File: src/common/bsdr_defines.vh
`ifndef BSDR_DEFINES_VH
`define BSDR_DEFINES_VH

// chain geometry and instruction codes
`define BSDR_CHAIN_LEN   98
`define BSDR_IR_W        3
`define BSDR_IR_EXTEST   3'h0
`define BSDR_IR_SAMPLE   3'h4
`define BSDR_IR_IDCODE   3'h6
`define BSDR_IR_BYPASS   3'h7

// single cells
`define BSDR_POS_BUS_DIR 7'h10
`define BSDR_POS_INT     7'h32
`define BSDR_POS_ACK     7'h33
`define BSDR_POS_ACK_OE  7'h34
`define BSDR_POS_MODE1   7'h21
`define BSDR_POS_WR      7'h35
`define BSDR_POS_RD      7'h36
`define BSDR_POS_ALE     7'h37
`define BSDR_POS_CS      7'h38

// per-channel cells, channel 0 to 3
`define BSDR_POS_RXC0    7'h1c
`define BSDR_POS_RXC1    7'h14
`define BSDR_POS_RXC2    7'h2e
`define BSDR_POS_RXC3    7'h26
`define BSDR_POS_RXP0    7'h1d
`define BSDR_POS_RXP1    7'h15
`define BSDR_POS_RXP2    7'h2c
`define BSDR_POS_RXP3    7'h24
`define BSDR_POS_RXN0    7'h1e
`define BSDR_POS_RXN1    7'h16
`define BSDR_POS_RXN2    7'h2b
`define BSDR_POS_RXN3    7'h23
`define BSDR_POS_RXOE0   7'h1f
`define BSDR_POS_RXOE1   7'h17
`define BSDR_POS_RXOE2   7'h2d
`define BSDR_POS_RXOE3   7'h25
`define BSDR_POS_LSIG0   7'h20
`define BSDR_POS_LSIG1   7'h18
`define BSDR_POS_LSIG2   7'h2a
`define BSDR_POS_LSIG3   7'h22
`define BSDR_POS_TXC0    7'h19
`define BSDR_POS_TXC1    7'h11
`define BSDR_POS_TXC2    7'h31
`define BSDR_POS_TXC3    7'h29
`define BSDR_POS_TXP0    7'h1a
`define BSDR_POS_TXP1    7'h12
`define BSDR_POS_TXP2    7'h30
`define BSDR_POS_TXP3    7'h28
`define BSDR_POS_TXN0    7'h1b
`define BSDR_POS_TXN1    7'h13
`define BSDR_POS_TXN2    7'h2f
`define BSDR_POS_TXN3    7'h27

// reset values: update latches float everything, chain clear
`define BSDR_UPD_RST     98'h3_ffff_ffff_ffff_ffff_ffff_ffff
`define BSDR_CHAIN_RST   98'h0

`endif

File: src/logic/bsdr_sync.v
`timescale 1ns/1ps

// two-stage synchroniser for a bundle of asynchronous levels
module bsdr_sync #(
  parameter WIDTH = 1
) (
  input  wire             i_clk,
  input  wire             i_rstn,
  input  wire [WIDTH-1:0] i_d,
  output wire [WIDTH-1:0] o_q
);

  reg [WIDTH-1:0] meta_reg;
  reg [WIDTH-1:0] sync_reg;

  // first stage feeds only the second stage
  always @(posedge i_clk or negedge i_rstn) begin
    if (!i_rstn) begin
      meta_reg <= {WIDTH{1'b0}};
      sync_reg <= {WIDTH{1'b0}};
    end else begin
      meta_reg <= i_d;
      sync_reg <= meta_reg;
    end
  end

  assign o_q = sync_reg;

endmodule // bsdr_sync

File: src/logic/bsdr_top.v
`timescale 1ns/1ps
`include "bsdr_defines.vh"

module bsdr_top #(
  parameter CHAIN_LEN = `BSDR_CHAIN_LEN,
  parameter BUS_W     = 8,
  parameter NUM_CH    = 4
) (
  input  wire                  I_CORE_CLK,
  input  wire                  I_RSTN,
  input  wire                  I_TCK,
  input  wire                  I_TDI,
  input  wire                  I_CAPTURE_DR,
  input  wire                  I_SHIFT_DR,
  input  wire                  I_UPDATE_DR,
  input  wire [`BSDR_IR_W-1:0] I_INSTR,
  output wire                  O_TDO,
  output wire                  O_TDO_OE,
  output wire                  O_CHAIN_SEL,
  input  wire [BUS_W-1:0]      I_BUS_PIN,
  input  wire [BUS_W-1:0]      I_CORE_BUS_OUT,
  input  wire                  I_CORE_BUS_OE,
  output wire [BUS_W-1:0]      O_BUS_OUT,
  output wire                  O_BUS_OE,
  input  wire [NUM_CH-1:0]     I_TX_CLK_PIN,
  input  wire [NUM_CH-1:0]     I_TX_POS_PIN,
  input  wire [NUM_CH-1:0]     I_TX_NEG_PIN,
  input  wire [NUM_CH-1:0]     I_CORE_RX_CLK,
  input  wire [NUM_CH-1:0]     I_CORE_RX_POS,
  input  wire [NUM_CH-1:0]     I_CORE_RX_NEG,
  input  wire [NUM_CH-1:0]     I_CORE_RX_OE,
  input  wire [NUM_CH-1:0]     I_CORE_LOSS_OF_SIGNAL,
  output wire [NUM_CH-1:0]     O_RX_CLK,
  output wire [NUM_CH-1:0]     O_RX_POS,
  output wire [NUM_CH-1:0]     O_RX_NEG,
  output wire [NUM_CH-1:0]     O_RX_OE,
  output wire [NUM_CH-1:0]     O_LOSS_OF_SIGNAL,
  input  wire                  I_CORE_INT_N,
  input  wire                  I_CORE_ACK,
  input  wire                  I_CORE_ACK_OE,
  output wire                  O_INT_N,
  output wire                  O_ACK,
  output wire                  O_ACK_OE,
  input  wire                  I_MODE1_PIN,
  input  wire                  I_WR_STROBE_PIN,
  input  wire                  I_RD_STROBE_PIN,
  input  wire                  I_ADDR_LATCH_PIN,
  input  wire                  I_CHIP_SEL_PIN
);

  // cell kinds for the per-channel position lookup
  localparam [2:0] K_RXC  = 3'h0;
  localparam [2:0] K_RXP  = 3'h1;
  localparam [2:0] K_RXN  = 3'h2;
  localparam [2:0] K_RXOE = 3'h3;
  localparam [2:0] K_LSIG = 3'h4;
  localparam [2:0] K_TXC  = 3'h5;
  localparam [2:0] K_TXP  = 3'h6;
  localparam [2:0] K_TXN  = 3'h7;

  localparam SYNC_W = 8 + BUS_W + 3*NUM_CH + 5;

  // chain position of a per-channel cell; channels are not laid out in order
  function [6:0] cell_pos;
    input [2:0] kind;
    input [1:0] ch;
    begin
      case ({kind, ch})
        {K_RXC, 2'd0}:  cell_pos = `BSDR_POS_RXC0;
        {K_RXC, 2'd1}:  cell_pos = `BSDR_POS_RXC1;
        {K_RXC, 2'd2}:  cell_pos = `BSDR_POS_RXC2;
        {K_RXC, 2'd3}:  cell_pos = `BSDR_POS_RXC3;
        {K_RXP, 2'd0}:  cell_pos = `BSDR_POS_RXP0;
        {K_RXP, 2'd1}:  cell_pos = `BSDR_POS_RXP1;
        {K_RXP, 2'd2}:  cell_pos = `BSDR_POS_RXP2;
        {K_RXP, 2'd3}:  cell_pos = `BSDR_POS_RXP3;
        {K_RXN, 2'd0}:  cell_pos = `BSDR_POS_RXN0;
        {K_RXN, 2'd1}:  cell_pos = `BSDR_POS_RXN1;
        {K_RXN, 2'd2}:  cell_pos = `BSDR_POS_RXN2;
        {K_RXN, 2'd3}:  cell_pos = `BSDR_POS_RXN3;
        {K_RXOE, 2'd0}: cell_pos = `BSDR_POS_RXOE0;
        {K_RXOE, 2'd1}: cell_pos = `BSDR_POS_RXOE1;
        {K_RXOE, 2'd2}: cell_pos = `BSDR_POS_RXOE2;
        {K_RXOE, 2'd3}: cell_pos = `BSDR_POS_RXOE3;
        {K_LSIG, 2'd0}: cell_pos = `BSDR_POS_LSIG0;
        {K_LSIG, 2'd1}: cell_pos = `BSDR_POS_LSIG1;
        {K_LSIG, 2'd2}: cell_pos = `BSDR_POS_LSIG2;
        {K_LSIG, 2'd3}: cell_pos = `BSDR_POS_LSIG3;
        {K_TXC, 2'd0}:  cell_pos = `BSDR_POS_TXC0;
        {K_TXC, 2'd1}:  cell_pos = `BSDR_POS_TXC1;
        {K_TXC, 2'd2}:  cell_pos = `BSDR_POS_TXC2;
        {K_TXC, 2'd3}:  cell_pos = `BSDR_POS_TXC3;
        {K_TXP, 2'd0}:  cell_pos = `BSDR_POS_TXP0;
        {K_TXP, 2'd1}:  cell_pos = `BSDR_POS_TXP1;
        {K_TXP, 2'd2}:  cell_pos = `BSDR_POS_TXP2;
        {K_TXP, 2'd3}:  cell_pos = `BSDR_POS_TXP3;
        {K_TXN, 2'd0}:  cell_pos = `BSDR_POS_TXN0;
        {K_TXN, 2'd1}:  cell_pos = `BSDR_POS_TXN1;
        {K_TXN, 2'd2}:  cell_pos = `BSDR_POS_TXN2;
        {K_TXN, 2'd3}:  cell_pos = `BSDR_POS_TXN3;
        default:        cell_pos = 7'h00;
      endcase
    end
  endfunction

  wire [SYNC_W-1:0]     sync_q;
  wire                  tck_s;
  wire                  tdi_s;
  wire                  capture_s;
  wire                  shift_s;
  wire                  update_s;
  wire [`BSDR_IR_W-1:0] instr_s;
  wire [BUS_W-1:0]      bus_pin_s;
  wire [NUM_CH-1:0]     tx_clk_s;
  wire [NUM_CH-1:0]     tx_pos_s;
  wire [NUM_CH-1:0]     tx_neg_s;
  wire                  mode1_s;
  wire                  wr_s;
  wire                  rd_s;
  wire                  ale_s;
  wire                  cs_s;

  // every pin and the tap levels cross in one bundle, so they stay aligned
  bsdr_sync #(
    .WIDTH (SYNC_W)
  ) u_sync (
    .i_clk  (I_CORE_CLK),
    .i_rstn (I_RSTN),
    .i_d    ({I_TCK, I_TDI, I_CAPTURE_DR, I_SHIFT_DR, I_UPDATE_DR, I_INSTR,
              I_BUS_PIN, I_TX_CLK_PIN, I_TX_POS_PIN, I_TX_NEG_PIN,
              I_MODE1_PIN, I_WR_STROBE_PIN, I_RD_STROBE_PIN,
              I_ADDR_LATCH_PIN, I_CHIP_SEL_PIN}),
    .o_q    (sync_q)
  );

  assign {tck_s, tdi_s, capture_s, shift_s, update_s, instr_s,
          bus_pin_s, tx_clk_s, tx_pos_s, tx_neg_s,
          mode1_s, wr_s, rd_s, ale_s, cs_s} = sync_q;

  reg                 tck_prev_reg;
  reg [CHAIN_LEN-1:0] chain_reg;
  reg [CHAIN_LEN-1:0] chain_next;
  reg [CHAIN_LEN-1:0] cap_vec;
  reg                 bypass_reg;
  reg                 bypass_next;
  reg [CHAIN_LEN-1:0] upd_reg;
  reg [CHAIN_LEN-1:0] upd_next;
  reg                 tdo_reg;
  reg                 tdo_next;
  reg                 tdo_oe_reg;
  reg                 tdo_oe_next;
  reg                 chain_sel_reg;
  reg [BUS_W-1:0]     bus_out_reg;
  reg                 bus_oe_reg;
  reg                 int_n_reg;
  reg                 ack_reg;
  reg                 ack_oe_reg;

  // tck edges seen from the core clock; tck must be slower than clk/4
  wire tck_rise = tck_s & ~tck_prev_reg;
  wire tck_fall = ~tck_s & tck_prev_reg;

  wire extest_on = (instr_s == `BSDR_IR_EXTEST);
  wire chain_on  = extest_on | (instr_s == `BSDR_IR_SAMPLE);

  // parallel capture image of the pins
  always @* begin : cap_build
    integer k;
    k       = 0;
    cap_vec = chain_reg;
    for (k = 0; k < BUS_W; k = k + 1) begin
      cap_vec[2*k+1] = bus_pin_s[k];
    end
    for (k = 0; k < NUM_CH; k = k + 1) begin
      cap_vec[cell_pos(K_TXC, k[1:0])]  = tx_clk_s[k];
      cap_vec[cell_pos(K_TXP, k[1:0])]  = tx_pos_s[k];
      cap_vec[cell_pos(K_TXN, k[1:0])]  = tx_neg_s[k];
      cap_vec[cell_pos(K_RXC, k[1:0])]  = I_CORE_RX_CLK[k];
      cap_vec[cell_pos(K_RXP, k[1:0])]  = I_CORE_RX_POS[k];
      cap_vec[cell_pos(K_RXN, k[1:0])]  = I_CORE_RX_NEG[k];
      cap_vec[cell_pos(K_LSIG, k[1:0])] = I_CORE_LOSS_OF_SIGNAL[k];
    end
    cap_vec[`BSDR_POS_INT]   = I_CORE_INT_N;
    cap_vec[`BSDR_POS_ACK]   = I_CORE_ACK;
    cap_vec[`BSDR_POS_MODE1] = mode1_s;
    cap_vec[`BSDR_POS_WR]    = wr_s;
    cap_vec[`BSDR_POS_RD]    = rd_s;
    cap_vec[`BSDR_POS_ALE]   = ale_s;
    cap_vec[`BSDR_POS_CS]    = cs_s;
  end

  // scan engine: capture and shift on tck rise, tdo and update on tck fall
  always @* begin
    chain_next  = chain_reg;
    bypass_next = bypass_reg;
    upd_next    = upd_reg;
    tdo_next    = tdo_reg;
    tdo_oe_next = tdo_oe_reg;
    if (tck_rise) begin
      if (capture_s) begin
        bypass_next = 1'b0;
        if (chain_on) begin
          chain_next = cap_vec;
        end
      end else if (shift_s) begin
        bypass_next = tdi_s;
        if (chain_on) begin
          chain_next = {tdi_s, chain_reg[CHAIN_LEN-1:1]};
        end
      end
    end
    if (tck_fall) begin
      tdo_oe_next = shift_s;
      // tdo follows the fall, so half a tck separates the tdi sample at the rise from tdo
      tdo_next = chain_on ? chain_reg[0] : bypass_reg;
      if (update_s && chain_on) begin
        upd_next = chain_reg;
      end
    end
  end

  always @(posedge I_CORE_CLK or negedge I_RSTN) begin
    if (!I_RSTN) begin
      tck_prev_reg  <= 1'b0;
      chain_reg     <= `BSDR_CHAIN_RST;
      bypass_reg    <= 1'b0;
      upd_reg       <= `BSDR_UPD_RST;
      tdo_reg       <= 1'b0;
      tdo_oe_reg    <= 1'b0;
      chain_sel_reg <= 1'b0;
    end else begin
      tck_prev_reg  <= tck_s;
      chain_reg     <= chain_next;
      bypass_reg    <= bypass_next;
      upd_reg       <= upd_next;
      tdo_reg       <= tdo_next;
      tdo_oe_reg    <= tdo_oe_next;
      chain_sel_reg <= chain_on;
    end
  end

  // bus and control pins: update latches under extest, core path otherwise
  always @(posedge I_CORE_CLK or negedge I_RSTN) begin : bus_pins
    integer k;
    if (!I_RSTN) begin
      bus_out_reg <= {BUS_W{1'b0}};
      bus_oe_reg  <= 1'b0;
      int_n_reg   <= 1'b1;
      ack_reg     <= 1'b0;
      ack_oe_reg  <= 1'b0;
    end else if (extest_on) begin
      for (k = 0; k < BUS_W; k = k + 1) begin
        bus_out_reg[k] <= upd_reg[2*k];
      end
      bus_oe_reg <= ~upd_reg[`BSDR_POS_BUS_DIR];
      int_n_reg  <= upd_reg[`BSDR_POS_INT];
      ack_reg    <= upd_reg[`BSDR_POS_ACK];
      ack_oe_reg <= ~upd_reg[`BSDR_POS_ACK_OE];
    end else begin
      bus_out_reg <= I_CORE_BUS_OUT;
      bus_oe_reg  <= I_CORE_BUS_OE;
      int_n_reg   <= I_CORE_INT_N;
      ack_reg     <= I_CORE_ACK;
      ack_oe_reg  <= I_CORE_ACK_OE;
    end
  end

  // per-channel receive pins, one copy per channel
  genvar ch;
  generate
    for (ch = 0; ch < NUM_CH; ch = ch + 1) begin : g_rx
      localparam integer CH_I = ch; // cut to two bits at each lookup
      reg rx_clk_reg;
      reg rx_pos_reg;
      reg rx_neg_reg;
      reg rx_oe_reg;
      reg lsig_reg;
      always @(posedge I_CORE_CLK or negedge I_RSTN) begin
        if (!I_RSTN) begin
          rx_clk_reg <= 1'b0;
          rx_pos_reg <= 1'b0;
          rx_neg_reg <= 1'b0;
          rx_oe_reg  <= 1'b0;
          lsig_reg   <= 1'b0;
        end else if (extest_on) begin
          rx_clk_reg <= upd_reg[cell_pos(K_RXC, CH_I[1:0])];
          rx_pos_reg <= upd_reg[cell_pos(K_RXP, CH_I[1:0])];
          rx_neg_reg <= upd_reg[cell_pos(K_RXN, CH_I[1:0])];
          rx_oe_reg  <= ~upd_reg[cell_pos(K_RXOE, CH_I[1:0])];
          lsig_reg   <= upd_reg[cell_pos(K_LSIG, CH_I[1:0])];
        end else begin
          rx_clk_reg <= I_CORE_RX_CLK[ch];
          rx_pos_reg <= I_CORE_RX_POS[ch];
          rx_neg_reg <= I_CORE_RX_NEG[ch];
          rx_oe_reg  <= I_CORE_RX_OE[ch];
          lsig_reg   <= I_CORE_LOSS_OF_SIGNAL[ch];
        end
      end
      assign O_RX_CLK[ch]         = rx_clk_reg;
      assign O_RX_POS[ch]         = rx_pos_reg;
      assign O_RX_NEG[ch]         = rx_neg_reg;
      assign O_RX_OE[ch]          = rx_oe_reg;
      assign O_LOSS_OF_SIGNAL[ch] = lsig_reg;
    end
  endgenerate

  // outputs straight from flops
  assign O_TDO       = tdo_reg;
  assign O_TDO_OE    = tdo_oe_reg;
  assign O_CHAIN_SEL = chain_sel_reg;
  assign O_BUS_OUT   = bus_out_reg;
  assign O_BUS_OE    = bus_oe_reg;
  assign O_INT_N     = int_n_reg;
  assign O_ACK       = ack_reg;
  assign O_ACK_OE    = ack_oe_reg;

endmodule // bsdr_top

File: config.mk
export PLATFORM = sky130hd
export DESIGN_NAME = bsdr_top
export DESIGN_NICKNAME = d
export VERILOG_FILES = /design/src/logic/bsdr_sync.v /design/src/logic/bsdr_top.v
export VERILOG_INCLUDE_DIRS = /design/src /design/src/common
export SDC_FILE = /design/constraint.sdc
export NUM_CORES = 1
export LEC_CHECK = 0
export BUFFER_PORTS_ARGS = -buffer_cell sky130_fd_sc_hd__buf_4
export CAP_MARGIN = 20
export CORE_MARGIN = 2
export CORE_UTILIZATION = 30
export CTS_CLUSTER_SIZE = 40
export DETAILED_ROUTE_END_ITERATION = 16
export PLACE_DENSITY_LB_ADDON = 0.05
export SYNTH_ARGS = -nofsm -noshare
export SYNTH_HDL_FRONTEND = slang
export SYNTH_HIERARCHICAL = 1
export SYNTH_SLANG_ARGS = --single-unit
File: constraint.sdc
create_clock -name I_CORE_CLK -period 1.6 [get_ports I_CORE_CLK]
set_input_delay 0.08 -clock I_CORE_CLK [delete_from_list [all_inputs] [get_ports I_CORE_CLK]]
set_output_delay 0.08 -clock I_CORE_CLK [all_outputs]
set_load 0.005 [all_outputs]
==> impl_results.md <==
- Top delay family on crit path: flip-flops
- 1st-pass router iterations: 5
- Placed insts: 1027
- Area contributors post-synth: dfrtp_1 (56%), mux2_4 (13%), mux2_2 (12%)
- Fin crit period: 1.538 ns
- VDD IR max: 0.6486 mV
- Critical path's largest stage delay: 0.41 ns
- Setup Skew: 0.01142 ns
- Worst-path clk slew: 0.06 ns
- FF/Latch Area: 5873 um^2
- Clk buf depth: 3
- Clock sink total: 233
- Non-Filler Instances: 1146
- Cells after Synth: 557
- GRT busiest layer: met2
- Fillers: 2771
- Sequential area share after synthesis: 65.74%
- Avg Cell Area, Syn: 16.04 um^2
- Syn-to-layout area delta: 32.82%
- H-tree levels: 1
- Total CTS buffers: 26
- Vias/cell: 4.192
- Fin Setup TNS: 0 ns
- Drt wl/cell: 15.59 um
- Boundary Pins: 102
- Post-Syn Area: 8932 um^2
- Max cap viols: 0
- Via count: 4804
- Synth Warn #: 6
- Max Clk Rate: 650.4 MHz
- Initial antenna violation count: 0
- Remaining DRCs: 0
- M3 GR Usage: 2.283%
- Area of the multi-input gates: 2739 um^2
- Leakage: 5.704 nW
- First-pass GRT wire length: 29090 um
- Post-detail-place hpwl: 10700 um
- Synth area leader: dfrtp_1
- Placer Congestion: 0.6462
- Number of global-route vias before repair: 5223
- Critical-path top delay cell: dfrtp_1
- Met2 Resource Use GR: 18.23%
- Die W: 176.6 um
- Worst setup SP type: flop
- Critical path's most frequent cell: buf_12
- CTS tree: done
- Final nets: 803
- Root buf cell: clkbuf_16
- Chip height: 176.6 um
- Crit path cell chain: nor2_4, nand4b_1, buf_12, buf_12, mux2_4
- Post-synthesis cell type count: 23
- Post-DRT Antenna Nets: 0
- Critical path peak fanout: 15
- Final Hold Viols: 0
- Unrepaired setup endpoints after global routing: false
- Total track usage: 11.82%
- Run status: finished, final reports clean
- Max reg flops: 98
- Post-synth top area share: 56.03%
- Fin Hold WS: 0.1870 ns
- PD cells: 1261 nW/um^2
- CP Class: flop to flop
- Setup violators final: 0
- Worst Setup End Kind: flop
- Diode count: 0
- Final period utilization: 96.10%
- Final wirelength: 17860 um
- Largest net degree at the start of global routing: 65
- Die footprint: 31170 um^2
- IO Port Bufs: 101
- M1 GR Usage: 16.88%
- Crit path DAT: 1.94 ns
- Worst Hold Class: primary input to asynchronous set/reset pin
- Cell Rows: 63
- Worst EP required: 2.00 ns
- Initial core utilization: 30.30%
- Mapped Nets: 624
- Fraction of layout cells with a size suffix above 1: 50.79%
- CP Buf/Inv Count: 2
- Max Slew Vio Count: 0
- Core Box Area: 29480 um^2
- Grt ovf: 0
- Yosys reg bits: 233
- Iter 0 DRT Violations: 195
- Skew-Pair Late Insertion Delay: 0.52 ns
- Slew @ Worst Pin: 0.5713 ns
- Slew HR: 61.79%
cells in the final DEF (no fill, tap or decap), types with 2 or more instances in the layout:
cell type and instances:
clkbuf_16 27, clkinv_2 3, mux2_4 80, dlygate4sd3_1 68, o21ai_0 7, dfstp_2 33
buf_4 111, clkbuf_8 10, buf_12 16, mux2_2 94, bufinv_16 2, dfrtp_1 199
nand2_1 85, clkbuf_1 6
Yosys cell counts:
cell,instances
buf_6,10
mux2_2,94
nor2_4,1
inv_1,1
buf_2,9
nor3_2,1
nor2b_2,1
dfrtp_1,200
o22ai_1,1
nand2b_1,1
mux2i_1,1
a31oi_1,1
clkbuf_1,4
buf_4,22
o211a_1,1
nand2_1,85
or3_1,1
nor2b_1,1
nand4b_2,1
nand4b_1,1
mux2_4,80
o21ai_0,7
dfstp_2,33
repair_timing:
action | CTS | global route
hold buffers | 68 | 0
gates resized for setup | 0 | 1
hold endpoints to repair | 299 | 0
endpoints found under the setup margin | 0 | 57
setup buffers | 0 | 3
cells by family (layout without fill, tap and decap cells):
logic type,Yosys count,count (layout),synth area share [%]
buffers and inverters,46,245,3.824
flip-flops,233,233,65.74
AND/OR/NAND/NOR,93,93,4.385
AO/OA/AOI/OAI,10,10,0.6444
multiplexers,175,175,25.41
through the flow:
stage	setup WS (ns)	instance area, um^2	utilization (%)	power (W)
detailed placement	0.03195	10240	34.75	0.008779
floorplan	0.09799	8932	-	0.008135
CTS	0.008190	11840	40.15	0.01525
global route	0.003817	11860	40.24	0.01572
finish	0.06243	11860	40.24	0.01496
global placement	0.07649	10240	34.75	0.008747
final cells by class:
class	count	area share [%]
repair buffers	196	15.59
multi-input cells	278	23.09
well taps	390	4.113
flip-flops and latches	233	49.50
clock buffers	43	7.045
inverters	1	0.03164
clock inverters	5	0.6328
power by group:
group          switching [W]  internal, W
logic               0.000532      0.00112
clock network        0.00232      0.00386
registers           0.000403      0.00672
total                0.00325       0.0117
path summary, 6_finish.rpt:
kind | from | to | slack, ns | cells after the start
max | u_sync/o_q[26]$_DFF_PN0_ | chain_reg[67]$_DFFE_PN0P_ | 0.06 | 5
min | I_RSTN | upd_reg[45]$_DFFE_PN1P_ | 0.19 | 2
max reg2reg | u_sync/o_q[26]$_DFF_PN0_ | chain_reg[67]$_DFFE_PN0P_ | 0.06 | 5
min reg2reg | u_sync/meta_reg[28]$_DFF_PN0_ | u_sync/o_q[28]$_DFF_PN0_ | 0.34 | 0
max in group asynchronous | I_RSTN | chain_reg[33]$_DFFE_PN0P_ | 0.42 | 3
min in group I_CORE_CLK | I_TCK | u_sync/meta_reg[32]$_DFF_PN0_ | 0.20 | 2
layer usage:
layer  part of all wire, %  wire [um]
met5                     0          0
met4                   1.7        305
met3                   4.9        877
met2                    46       8286
met1                    47       8391
Power figures use the tool's default switching activity.
